===== config.mk =====
export PLATFORM = sky130hd
export DESIGN_NAME = dual_timer_counter
export DESIGN_NICKNAME = d
export VERILOG_FILES = /design/src/timer_pkg.sv /design/src/timer_channel.sv /design/src/dual_timer_counter.sv
export SDC_FILE = /design/constraint.sdc
export NUM_CORES = 1
export LEC_CHECK = 0
export BUFFER_PORTS_ARGS = -buffer_cell sky130_fd_sc_hd__buf_2
export CORE_ASPECT_RATIO = 1.1
export CORE_UTILIZATION = 53
export CTS_BUF_LIST = sky130_fd_sc_hd__clkbuf_16
export CTS_CLUSTER_SIZE = 40
export DETAILED_ROUTE_END_ITERATION = 10
export PLACE_DENSITY_LB_ADDON = 0.25
export SLEW_MARGIN = 15
export SYNTH_ARGS = -nofsm -noshare
export SYNTH_HDL_FRONTEND = slang
export SYNTH_SLANG_ARGS = --single-unit

===== constraint.sdc =====
create_clock -name mclk -period 2.55 [get_ports mclk]
set_input_delay 0.1275 -clock mclk [delete_from_list [all_inputs] [get_ports mclk]]
set_output_delay 0.1275 -clock mclk [all_outputs]
set_load 0.02 [all_outputs]

===== src/timer_pkg.sv =====
package timer_pkg;

  // ==========================================================
  // Register addresses and reset values
  localparam logic [7:0] ADDR_RUN_CONTROL = 8'h88;
  localparam logic [7:0] ADDR_MODE_CONFIG = 8'h89;
  localparam logic [7:0] ADDR_LOW_ZERO = 8'h8A;
  localparam logic [7:0] ADDR_LOW_ONE = 8'h8B;
  localparam logic [7:0] ADDR_HIGH_ZERO = 8'h8C;
  localparam logic [7:0] ADDR_HIGH_ONE = 8'h8D;
  localparam logic [7:0] MODE_CONFIG_RESET = 8'h00;
  localparam logic [7:0] RUN_CONTROL_RESET = 8'h00;

  // ==========================================================
  // Field positions
  localparam int RUN_CTRL_OVF_ONE = 7;
  localparam int RUN_CTRL_RUN_ONE = 6;
  localparam int RUN_CTRL_OVF_ZERO = 5;
  localparam int RUN_CTRL_RUN_ZERO = 4;
  localparam int MODE_NIBBLE_ONE = 4;
  localparam int MODE_NIBBLE_ZERO = 0;
  localparam int CFG_GATE = 3;
  localparam int CFG_COUNT_SEL = 2;

  // ==========================================================
  // Timing
  localparam int CLOCKS_PER_MACHINE_CYCLE = 12;
  localparam int PRESCALE_BITS = 5;

  // ==========================================================
  // Modes and carriers
  typedef enum logic [1:0] {
    MODE_13BIT = 2'b00,
    MODE_16BIT = 2'b01,
    MODE_RELOAD = 2'b10,
    MODE_SPLIT = 2'b11
  } timer_mode_e;

  typedef struct packed {
    logic gate_enable;
    logic count_select;
    timer_mode_e mode;
  } timer_cfg_s;

  typedef struct packed {
    logic [7:0] high_byte;
    logic [7:0] low_byte;
  } timer_count_s;

endpackage


===== src/timer_channel.sv =====
`timescale 1ns/1ps

module timer_channel
  import timer_pkg::*;
(
  // Configuration and gating
  input wire timer_cfg_s cfg,
  input wire logic run,
  input wire logic gate_level,
  input wire logic machine_tick,
  input wire logic edge_seen,
  input wire logic hold,
  // Current count
  input wire timer_count_s count_q,
  // Next count and overflow
  output timer_count_s count_next,
  output logic overflow
);

  logic step;
  logic [PRESCALE_BITS:0] pre_sum;
  logic [8:0] low_sum;
  logic [8:0] high_sum;

  // ==========================================================
  // Enable and step
  always_comb begin
    step = run && (!cfg.gate_enable || gate_level) && !hold &&
      (cfg.count_select ? edge_seen : machine_tick);
    pre_sum = {1'b0, count_q.low_byte[PRESCALE_BITS-1:0]} + 6'h01;
    low_sum = {1'b0, count_q.low_byte} + 9'h001;
    high_sum = {1'b0, count_q.high_byte} + 9'h001;
    count_next = count_q;
    overflow = 1'b0;
    if (step) begin
      unique case (cfg.mode)
        MODE_13BIT: begin
          // Upper low-byte bits are left as they stand: no defined value
          count_next.low_byte[PRESCALE_BITS-1:0] =
            pre_sum[PRESCALE_BITS-1:0];
          if (pre_sum[PRESCALE_BITS]) begin
            count_next.high_byte = high_sum[7:0];
            overflow = high_sum[8];
          end
        end
        MODE_16BIT: begin
          count_next.low_byte = low_sum[7:0];
          if (low_sum[8]) begin
            count_next.high_byte = high_sum[7:0];
            overflow = high_sum[8];
          end
        end
        MODE_RELOAD: begin
          if (low_sum[8]) begin
            count_next.low_byte = count_q.high_byte;
            overflow = 1'b1;
          end else begin
            count_next.low_byte = low_sum[7:0];
          end
        end
        MODE_SPLIT: begin
          // Low byte alone; the parent handles the high byte
          count_next.low_byte = low_sum[7:0];
          overflow = low_sum[8];
        end
      endcase
    end
  end

endmodule


===== src/dual_timer_counter.sv =====
`timescale 1ns/1ps

// What this block does
// - Two independent 16-bit timer/counters
// - Timer function counts every 12 clocks
// - Counter function counts input falling edges
// - Edge detection takes two machine cycles
// - Run bit starts and stops timer
// - Mode register: timer 1 high nibble
// - Gate enable requires input high to count
// - Select bit: 1 counts edges, 0 timing
// - Mode bits pick 13, 16, 8-reload
// - Timer 1 mode 3 holds its count
// - Timer 0 mode 3 splits into bytes
// - 13-bit mode: 5-bit prescaler under high
// - 13-bit mode upper low bits undefined
// - Wrap to zero sets overflow flag
// - Overflow flag serves as interrupt request
// - 13-bit enable: run and gate condition
// - Setting run bit keeps count bytes
// - Mode register at 0x89, resets zero
// - 16-bit mode uses all sixteen bits
// - Reload mode reloads low from high
// - Split high byte uses timer 1 controls
// - Flags cleared by software or service

module dual_timer_counter
  import timer_pkg::*;
#(
  parameter int DIVIDE = CLOCKS_PER_MACHINE_CYCLE
)(
  // Clock and reset
  input wire logic mclk,
  input wire logic reset,
  // Special function register port
  input wire logic [7:0] sfr_addr,
  input wire logic [7:0] sfr_wdata,
  input wire logic sfr_write,
  input wire logic sfr_read,
  output logic [7:0] sfr_rdata,
  // External count and gate pins
  input wire logic count_input_zero,
  input wire logic count_input_one,
  // Interrupt requests and service acknowledges
  output logic timer_irq_zero,
  output logic timer_irq_one,
  input wire logic irq_ack_zero,
  input wire logic irq_ack_one,
  // Machine-cycle strobe for other blocks
  output logic machine_cycle
);

  // Refused at elaboration: the divider register is eight bits wide
  if (DIVIDE < 2 || DIVIDE > 255) begin : g_bad_divide
    $error("DIVIDE out of range");
  end

  // ==========================================================
  // Machine-cycle divider
  logic [7:0] div_q, div_d;
  logic tick;

  always_comb begin
    tick = (div_q == 8'(DIVIDE - 1));
    div_d = tick ? 8'h00 : div_q + 8'h01;
  end

  always_ff @(posedge mclk) begin
    if (reset) begin
      div_q <= 8'h00;
    end else begin
      div_q <= div_d;
    end
  end

  assign machine_cycle = tick;

  // ==========================================================
  // Pin synchronisers and once-per-machine-cycle sampling
  // Pins cross two flops first; the sample register is read only
  // at machine-cycle boundaries, so an edge costs two machine cycles.
  logic [1:0] pin_meta_q, pin_sync_q;
  logic [1:0] samp_q, samp_d, prev_q, prev_d;
  logic [1:0] fell;

  always_ff @(posedge mclk) begin
    if (reset) begin
      pin_meta_q <= 2'b00;
      pin_sync_q <= 2'b00;
    end else begin
      pin_meta_q <= {count_input_one, count_input_zero};
      pin_sync_q <= pin_meta_q;
    end
  end

  always_comb begin
    samp_d = tick ? pin_sync_q : samp_q;
    prev_d = tick ? samp_q : prev_q;
    fell = prev_q & ~samp_q & {2{tick}};
  end

  always_ff @(posedge mclk) begin
    if (reset) begin
      samp_q <= 2'b00;
      prev_q <= 2'b00;
    end else begin
      samp_q <= samp_d;
      prev_q <= prev_d;
    end
  end

  // ==========================================================
  // Registers
  logic [7:0] mode_cfg_q, mode_cfg_d;
  logic run_zero_q, run_zero_d, run_one_q, run_one_d;
  logic ovf_zero_q, ovf_zero_d, ovf_one_q, ovf_one_d;
  timer_count_s cnt0_q, cnt0_d, cnt1_q, cnt1_d;
  timer_count_s next0, next1;
  timer_cfg_s cfg0, cfg1;
  logic ovf0, ovf1, split, hold1;
  logic [8:0] split_sum;
  logic split_step, split_ovf;

  always_comb begin
    cfg0 = timer_cfg_s'(mode_cfg_q[MODE_NIBBLE_ZERO +: 4]);
    cfg1 = timer_cfg_s'(mode_cfg_q[MODE_NIBBLE_ONE +: 4]);
    split = (cfg0.mode == MODE_SPLIT);
    hold1 = (cfg1.mode == MODE_SPLIT);
  end

  timer_channel u_chan0 (
    .cfg(cfg0),
    .run(run_zero_q),
    .gate_level(samp_q[0]),
    .machine_tick(tick),
    .edge_seen(fell[0]),
    .hold(1'b0),
    .count_q(cnt0_q),
    .count_next(next0),
    .overflow(ovf0)
  );

  timer_channel u_chan1 (
    .cfg(cfg1),
    .run(run_one_q),
    .gate_level(samp_q[1]),
    .machine_tick(tick),
    .edge_seen(fell[1]),
    .hold(hold1),
    .count_q(cnt1_q),
    .count_next(next1),
    .overflow(ovf1)
  );

  always_comb begin
    // Split high byte counts machine cycles under timer 1's run bit
    split_step = split && run_one_q && tick;
    split_sum = {1'b0, cnt0_q.high_byte} + 9'h001;
    split_ovf = split_step && split_sum[8];
    cnt0_d = next0;
    if (split) begin
      cnt0_d.high_byte = split_step ? split_sum[7:0] : cnt0_q.high_byte;
    end
    cnt1_d = next1;
    mode_cfg_d = mode_cfg_q;
    run_zero_d = run_zero_q;
    run_one_d = run_one_q;
    ovf_zero_d = ovf_zero_q && !irq_ack_zero;
    // Timer 1 still counts in split mode but its flag is lent out
    ovf_one_d = ovf_one_q && !irq_ack_one;
    if (sfr_write) begin
      unique case (sfr_addr)
        ADDR_MODE_CONFIG: mode_cfg_d = sfr_wdata;
        ADDR_RUN_CONTROL: begin
          run_one_d = sfr_wdata[RUN_CTRL_RUN_ONE];
          run_zero_d = sfr_wdata[RUN_CTRL_RUN_ZERO];
          ovf_one_d = sfr_wdata[RUN_CTRL_OVF_ONE];
          ovf_zero_d = sfr_wdata[RUN_CTRL_OVF_ZERO];
        end
        ADDR_LOW_ZERO: cnt0_d.low_byte = sfr_wdata;
        ADDR_HIGH_ZERO: cnt0_d.high_byte = sfr_wdata;
        ADDR_LOW_ONE: cnt1_d.low_byte = sfr_wdata;
        ADDR_HIGH_ONE: cnt1_d.high_byte = sfr_wdata;
        default: ;
      endcase
    end
    // Hardware set wins over a software or service clear
    if (ovf0) begin
      ovf_zero_d = 1'b1;
    end
    if (split ? split_ovf : ovf1) begin
      ovf_one_d = 1'b1;
    end
  end

  always_ff @(posedge mclk) begin
    if (reset) begin
      mode_cfg_q <= MODE_CONFIG_RESET;
      run_zero_q <= RUN_CONTROL_RESET[RUN_CTRL_RUN_ZERO];
      run_one_q <= RUN_CONTROL_RESET[RUN_CTRL_RUN_ONE];
      ovf_zero_q <= RUN_CONTROL_RESET[RUN_CTRL_OVF_ZERO];
      ovf_one_q <= RUN_CONTROL_RESET[RUN_CTRL_OVF_ONE];
      cnt0_q <= '0;
      cnt1_q <= '0;
    end else begin
      mode_cfg_q <= mode_cfg_d;
      run_zero_q <= run_zero_d;
      run_one_q <= run_one_d;
      ovf_zero_q <= ovf_zero_d;
      ovf_one_q <= ovf_one_d;
      cnt0_q <= cnt0_d;
      cnt1_q <= cnt1_d;
    end
  end

  // ==========================================================
  // Read-back and interrupt requests
  always_ff @(posedge mclk) begin
    if (reset) begin
      sfr_rdata <= 8'h00;
    end else if (sfr_read) begin
      unique case (sfr_addr)
        ADDR_MODE_CONFIG: sfr_rdata <= mode_cfg_q;
        ADDR_RUN_CONTROL:
          sfr_rdata <= {ovf_one_q, run_one_q, ovf_zero_q, run_zero_q, 4'h0};
        ADDR_LOW_ZERO: sfr_rdata <= cnt0_q.low_byte;
        ADDR_HIGH_ZERO: sfr_rdata <= cnt0_q.high_byte;
        ADDR_LOW_ONE: sfr_rdata <= cnt1_q.low_byte;
        ADDR_HIGH_ONE: sfr_rdata <= cnt1_q.high_byte;
        default: sfr_rdata <= 8'h00;
      endcase
    end
  end

  assign timer_irq_zero = ovf_zero_q;
  assign timer_irq_one = ovf_one_q;

endmodule


Yosys cells after proc, flatten, opt, wreduce, memory -nomap -nowiden
Cells that the tools add are included. W data, S select, Z words.

$add $sub $neg: 7. Equal/unequal tests: 13. Muxes and demuxes: 42. Bitwise operators: 3. Reduce and logical (&&, ||, !) cells: 24.

Operators by type and width (number): $mux W8 (12); $mux W16 (4); $eq A8 B8 Y1 const B (6); $pmux W8 S6 (1); $add A8 B1 Y9 const B (4); $pmux W8 S2 (2); $pmux W5 S3 (2); $mux W1 (17); $add A5 B1 Y6 const B (2); $pmux W3 S2 (2); $logic_and A1 B1 Y1 (10); $add A8 B1 Y8 const B (1); $eq A2 B2 Y1 const B (4); $eq A8 B4 Y1 const B (1); $pmux W1 S4 (2); $reduce_or A2 Y1 (3); $logic_not A1 Y1 (5); $and A2 B2 Y2 (2); $eq A2 B1 Y1 const B (2); $logic_not A2 Y1 (2); $reduce_and A2 Y1 (2); $logic_or A1 B1 Y1 (2); $not A2 Y2 (1).

Register bits: 68. Bits of input ports: 24. Output and inout port bits: 11. Logic and storage cells: 104.

Longest topological paths before layout
Gate-level depths: netlist of run 1.

Word-level depth: 9. Depth in mapped cells: 8.

Hierarchy
Synthesis of run 1 repeated with hierarchy kept, for this count alone.

Cell total of the unflattened synthesis: 517. Area total of the unflattened synthesis: 4524.3 um2.

By module, submodules not included: dual_timer_counter (times used 1, cells an instance 339, area an instance 3223.1 um2, seq. area each 1361.3 um2); timer_channel (times used 2, cells an instance 89, area an instance 650.6 um2, seq. area each 0.0 um2).

Worst setup path before layout of run 1
Ideal clock, no wire load.

Path type: flip-flop to flip-flop. From: register cnt1_q[0] (netlist name). To: register cnt1_q[13] (netlist name). Setup time: 86 ps. Arrival time: 1984 ps. Data required time: 2464 ps. Path slack: 481 ps. Stages on the path, launching flop included: 9. Cell sequence: dfxtp_1 ha_1 and3_1 buf_2 nand3_1 a2111oi_4 nand4_1 xor2_1 a211oi_1.

Longest elaborated chain between the ends: 6.

Ends and longest elaborated chain: from (decl) (line dual_timer_counter.sv:117) `timer_count_s cnt0_q, cnt0_d, cnt1_q, cnt1_d;`; from (signal assigned) (line dual_timer_counter.sv:212) `cnt1_q <= cnt1_d;`; $add A8 B1 Y9 / $add A5 B1 Y6 (equally long branches) (line timer_channel.sv:31, timer_channel.sv:30); $mux W8, on equally long branches (line timer_channel.sv:48, timer_channel.sv:41); $pmux W8 S2 (*) (line timer_channel.sv:36) `unique case (cfg.mode)`; $mux W16 (*) (line timer_channel.sv:35) `if (step) begin`; $mux W8 (line dual_timer_counter.sv:172) `unique case (sfr_addr)`; $mux W16 (*) (line dual_timer_counter.sv:171) `if (sfr_write) begin`.

Mark *: on every way between the ends. The rest lies on a longest branch, timed or not. A chain may end at the register's enable or synchronous reset.

Final worst setup path of run 1
Same ends and word-level chain as after synthesis.

==> flow_metrics.env, run 1 <==
export IMPL_status="completed"
export IMPL_regArea_um2=1360
export IMPL_synth_edf_count=0
export IMPL_ys_flop_type="dfxtp_1"
export IMPL_slew_headroom=0.484
export IMPL_arrival_ns=2.52
export IMPL_rsz0062_at_grt="false"
export IMPL_power_mw=2.48
export IMPL_yosysWarnings=0
export IMPL_htreeDepth=3
export IMPL_r2r_cells=8
export IMPL_synth_top_cells_by_count="69 x nor2_1, 68 x dfxtp_1, 45 x nand2_1, 31 x a21oi_1, 30 x clkbuf_1"
export IMPL_row_count=33
export IMPL_post_route_period_util=0.893
export IMPL_max_freq_mhz=439
export IMPL_grt_pass1_wl_mm=19.9
export IMPL_cp_startpoint="cnt1_q[0]"
export IMPL_root_buffer="clkbuf_16"
export IMPL_cap_violations=0
export IMPL_power_leakage_nw=1.65
export IMPL_drtAntennaViolNets=0
export IMPL_worstHoldPathType="input pin to register"
export IMPL_drt_first_pass_iters=4
export IMPL_synth_nets=555
export IMPL_min_period_ns=2.28
export IMPL_netlist_area_leader_share=0.328
export IMPL_worst_path_max_fanout=8
export IMPL_totalWireLength_mm=12.5
export IMPL_synthToLayoutAreaGrowth_pct=14.5
export IMPL_wl_per_cell_um=18.9
export IMPL_drt_initial_drc_count=462
export IMPL_synthArstFlopShare=0
export IMPL_hold_buffers=0
export IMPL_grt_total_usage=0.321
export IMPL_crit_required_ns=2.79
export IMPL_gp_congestion=0.979
export IMPL_top_layer="met4"
export IMPL_initial_utilization=0.553
export IMPL_avgSynthCellArea_um2=7.89
export IMPL_via_per_inst=6.40
export IMPL_drive_above_1_share=0.149
export IMPL_grt_max_degree=27
export IMPL_synthCells=526
export IMPL_die_w_um=86.4
export IMPL_antennaDiodeCount=0
export IMPL_clk_pin_slew_ns=0.06
export IMPL_fp_dieH_um=94.8
export IMPL_dp_hpwl_mm=8.80
export IMPL_top_level_ports=35
export IMPL_fin_tns_setup_ns=0
export IMPL_drc_errors=0
export IMPL_worstMarginPinSlew_ns=0.773
export IMPL_core_area_um2=7510
export IMPL_rr_startpoint="cnt1_q[0]"
export IMPL_nNetsFinal=582
export IMPL_ys_types=65
export IMPL_synthTopCellsByArea="dfxtp_1 33%, nor2_1 6.2%, mux2i_1 6.0%, nand2_1 4.1%, a21oi_1 3.7%"
export IMPL_worst_skew_pair_late_latency_ns=0.33
export IMPL_syn_area_um2=4150
export IMPL_ir_drop_mv=0.554
export IMPL_ff2ff_setup_slack_ns=0.27
export IMPL_grt_overflow_total=0
export IMPL_io_buffers=34
export IMPL_crit_type="register to register"
export IMPL_slew_viol_final=0
export IMPL_post_place_ws_ns=0.240
export IMPL_grt_pass1_vias=3846
export IMPL_multi_input_area_um2=2630
export IMPL_met1_length_mm=5.45
export IMPL_antenna_found_initial=0
export IMPL_wl_met3_um=928
export IMPL_setup_violations=0
export IMPL_p_per_area_nw_per_um2=522
export IMPL_synth_most_common_cell="nor2_1"
export IMPL_clock_path_buffers=2
export IMPL_r2r_end="cnt1_q[13]"
export IMPL_cts_num_sinks=68
export IMPL_yosysTopAreaCell="dfxtp_1"
export IMPL_fin_skew_ns=0.00598
export IMPL_fin_ws_ns=0.272
export IMPL_route_vias_total=4243
export IMPL_yosysSeqAreaShare=0.328
export IMPL_endpoint_kind="register"
export IMPL_cts_buffers=9
export IMPL_ys_seq_elements=68
export IMPL_startpoint_type="register"
export IMPL_die_area_um2=8190
export IMPL_cts_tree="built"
export IMPL_hold_viol=0
export IMPL_fillers=683
export IMPL_wl_met2_mm=5.60
export IMPL_endpoint="cnt1_q[13]"
[cell families after synthesis]
logic type                 synth area share
and+or+nand+nor                       0.271
DFF                                   0.328
adders and majority gates            0.0151
muxes                                0.0738
xor gates and xnor gates             0.0422
buffers and inverters                0.0404
AOI/OAI and AO/OA                     0.230
[layout make-up]
class,count,area share
well taps,105,0.0276
flip-flops and latches,68,0.286
repair buffers,52,0.0642
inverters,7,0.00553
clock inverters,7,0.0158
clock buffers,9,0.0474
multi-input cells,415,0.553
[metal layers]
layer,global-route usage,up-vias
li1,-,2002
met1,0.420,1982
met2,0.497,214
met3,0.0629,45
met4,0.174,0
met5,0,-
[where the power goes]
part           leakage [nW]  total, mW  switching, mW  internal (mW)
combinational         0.962      0.129         0.0850         0.0444
clock                 0.140       1.27          0.505          0.762
sequential            0.549       1.08         0.0102           1.07
[flip-flops by register name (all words and copies together) (netlist names), 2 cells and up]
name        flops
cnt0_q         16
cnt1_q         16
div_q           8
mode_cfg_q      8
sfr_rdata       8
pin_meta_q      2
pin_sync_q      2
prev_q          2
samp_q          2
[critical path, stage by stage (launching register included)]
cell and delay (ns):
dfxtp_1 0.45, ha_1 0.22, and3_1 0.27, nand3_1 0.16
a2111oi_4 0.37, buf_4 0.20, nand4_1 0.11, xor2_1 0.17
a211oi_1 0.24
[through the flow]
step / cells / util / cell area (um^2) / hold slack (ns)
5_1_grt: 663 / 0.633 / 4750 / 0.00676
4_1_cts: 660 / 0.629 / 4730 / 0.00846
6_report: 663 / 0.633 / 4750 / 0.00550
2_1_floorplan: 526 / - / 4150 / 0.256
3_3_place_gp: 644 / 0.589 / 4430 / 0.343
3_5_place_dp: 644 / 0.589 / 4430 / 0.353
[worst min path at each step]
| stage | start | end | slack [ns] | depth (start not counted) |
|---|---|---|---|---|
| after floorplan | count_input_zero | pin_meta_q[0] | 0.26 | 1 |
| after global placement | count_input_one | pin_meta_q[1] | 0.34 | 2 |
| after detailed placement | count_input_one | pin_meta_q[1] | 0.35 | 2 |
| after CTS | count_input_one | pin_meta_q[1] | 0.008 | 2 |
| after global routing | count_input_zero | pin_meta_q[0] | 0.007 | 2 |
| final | count_input_one | pin_meta_q[1] | 0.006 | 2 |
[repair_timing]
| action | in CTS | in global routing |
|---|---|---|
| endpoints found under the setup margin | 0 | 5 |
| resized for setup | 0 | 1 |
| buffers inserted | 0 | 3 |
[cell usage in the layout (no fill, tap or decap), types with 3 or more instances in the layout]
cell type,synthesis,final
a22oi_1,6,6
nand3_1,23,23
dfxtp_1,68,68
o221ai_1,3,3
o2111ai_1,4,4
xor2_1,15,15
nor2b_1,10,10
a31oi_1,7,7
and2_1,6,6
ha_1,5,5
o21a_1,5,5
a21oi_1,31,31
nor3_1,16,15
buf_4,0,18
buf_2,5,34
nand3b_1,4,4
o21ai_0,20,20
mux2i_1,25,25
a221oi_1,7,7
mux2_2,3,3
o211ai_1,3,3
o22ai_1,5,5
nand2_1,45,45
nor3b_1,4,4
clkbuf_16,0,9
xnor2_1,5,5
a21boi_0,3,3
nand4b_1,3,3
a211oi_1,19,19
nand2b_1,7,7
nor2_1,69,69
nand4_1,15,15
and3_1,9,9
inv_1,7,7
No activity file was read; power rests on OpenSTA's default activity.
==> run 2, diff against run 1 <==
Settings changed: CORE_MARGIN set to 5.
==> run 2 against run 1 <==
  * Largest cell class unchanged
  * Non-clock buffer count down 2
  * Cell area shrank 0.18%
  * Critical path depth down 1
  * Flip-flop and latch count unchanged
  * Clock power about the same
==> flow_metrics.env, run 2 (synthesized netlist as in run 1, its figures left out) <==
export IMPL_drt_first_pass_iters=5
export IMPL_dp_hpwl_mm=9.29
export IMPL_io_buffers=34
export IMPL_row_count=33
export IMPL_initial_utilization=0.550
export IMPL_cts_tree="built"
export IMPL_stdcell_count=661
export IMPL_cts_buffers=9
export IMPL_whs_ns=0.00424
export IMPL_power_frac_comb=0.053
export IMPL_p_int_mw=1.89
export IMPL_antennaDiodeCount=0
export IMPL_rsz0062_at_grt="false"
export IMPL_nNetsFinal=580
export IMPL_grt_pass1_wl_mm=20.3
export IMPL_clockPowerShare=0.514
export IMPL_hold_buffers=0
export IMPL_power_switching_mw=0.610
export IMPL_cts_setup_buffers=0
export IMPL_fp_dieH_um=103
export IMPL_final_common_cell="nor2_1"
export IMPL_core_area_um2=7560
export IMPL_regArea_um2=1360
export IMPL_layout_common_cells="69 x nor2_1, 68 x dfxtp_1, 45 x nand2_1"
export IMPL_clock_path_buffers=2
export IMPL_worst_path_max_fanout=8
export IMPL_totalWireLength_mm=12.7
export IMPL_fin_skew_ns=0.00643
export IMPL_min_period_ns=2.39
export IMPL_worstMarginPinSlew_ns=0.713
export IMPL_cap_violations=0
export IMPL_endpoint_kind="register"
export IMPL_worstHoldPathType="input pin to register"
export IMPL_root_buffer="clkbuf_16"
export IMPL_p_per_area_nw_per_um2=527
export IMPL_grt_pass1_vias=3923
export IMPL_crit_type="register to register"
export IMPL_post_route_period_util=0.935
export IMPL_clk_pin_slew_ns=0.06
export IMPL_crit_required_ns=2.80
export IMPL_fin_tns_setup_ns=0
export IMPL_fin_ws_ns=0.164
export IMPL_netSwitchingFraction=0.244
export IMPL_drtAntennaViolNets=0
export IMPL_arrival_ns=2.63
export IMPL_cts_repair_resized=0
export IMPL_power_share_sequential=0.433
export IMPL_grt_overflow_total=0
export IMPL_drc_errors=0
export IMPL_ir_drop_mv=0.472
export IMPL_startpoint_type="register"
export IMPL_cts_num_sinks=68
export IMPL_drt_initial_drc_count=283
export IMPL_via_per_inst=6.33
export IMPL_post_place_ws_ns=0.217
export IMPL_die_w_um=94.4
export IMPL_route_vias_total=4182
export IMPL_die_area_um2=9710
export IMPL_grt_max_degree=26
export IMPL_reg_top3="cnt0_q (16), cnt1_q (16)"
export IMPL_synthToLayoutAreaGrowth_pct=14.3
export IMPL_status="completed"
export IMPL_place_area_um2=4430
export IMPL_wl_per_cell_um=19.3
export IMPL_slew_headroom=0.524
export IMPL_setup_violations=0
export IMPL_fin_area_um2=4740
export IMPL_fillers=704
export IMPL_multi_input_area_um2=2630
export IMPL_gp_congestion=1.00
export IMPL_htreeDepth=3
export IMPL_dp_cells=645
export IMPL_power_leakage_nw=1.65
export IMPL_grt_total_usage=0.271
export IMPL_drive_above_1_share=0.147
export IMPL_antenna_found_initial=0
export IMPL_hold_viol=0
export IMPL_max_freq_mhz=419
export IMPL_slew_viol_final=0
export IMPL_top_level_ports=35
export IMPL_worst_skew_pair_late_latency_ns=0.33
==> run 2: power groups by stage <==
stage	Clock (mW)	Combinational, mW	Sequential, mW
6_report	1.29	0.131	1.08
5_1_grt	1.36	0.142	1.08
4_1_cts	1.30	0.129	1.08
3_5_place_dp	0	0.128	1.11
3_3_place_gp	0	0.127	1.11
2_1_floorplan	0	0.0787	1.10
==> run 2: cell type report <==
type                    instances  share of cell area
clock buffers                   9              0.0475
multi-input cells             415               0.554
clock inverters                 7              0.0171
repair buffers                 50              0.0612
well taps                     105              0.0277
inverters                       7             0.00554
flip-flops and latches         68               0.287
==> run 2: worst max-delay path, cell delays in order (launching register included) <==
cell and delay, ns:
dfxtp_1 0.46, ha_1 0.23, and3_1 0.27, nand3_1 0.17, a2111oi_4 0.58, nand4_1 0.18, xor2_1 0.17, a211oi_1 0.24
==> run 2: layer usage <==
layer,wire length (um),global-route usage,up-vias
li1,-,-,1995
met4,363,0.106,0
met5,0,0,-
met3,973,0.0380,30
met1,5560,0.370,1950
met2,5830,0.434,207
==> run 2: path summary, 6_finish.rpt <==
| kind | start | endpoint | slack (ns) | cells past startpoint |
|---|---|---|---|---|
| setup / recovery | cnt1_q[0] | cnt1_q[14] | 0.16 | 7 |
| hold / removal | count_input_one | pin_meta_q[1] | 0.004 | 2 |
| hold reg to reg | sfr_rdata[1] | sfr_rdata[1] | 0.45 | 2 |
| setup reg to reg | cnt1_q[0] | cnt1_q[14] | 0.16 | 7 |
==> run 2: per-stage QoR <==
| step | util | total power, mW |
|---|---|---|
| 2_1_floorplan | - | 1.18 |
| 5_1_grt | 0.628 | 2.58 |
| 3_5_place_dp | 0.587 | 1.24 |
| 4_1_cts | 0.627 | 2.51 |
| 3_3_place_gp | 0.587 | 1.23 |
| 6_report | 0.628 | 2.50 |
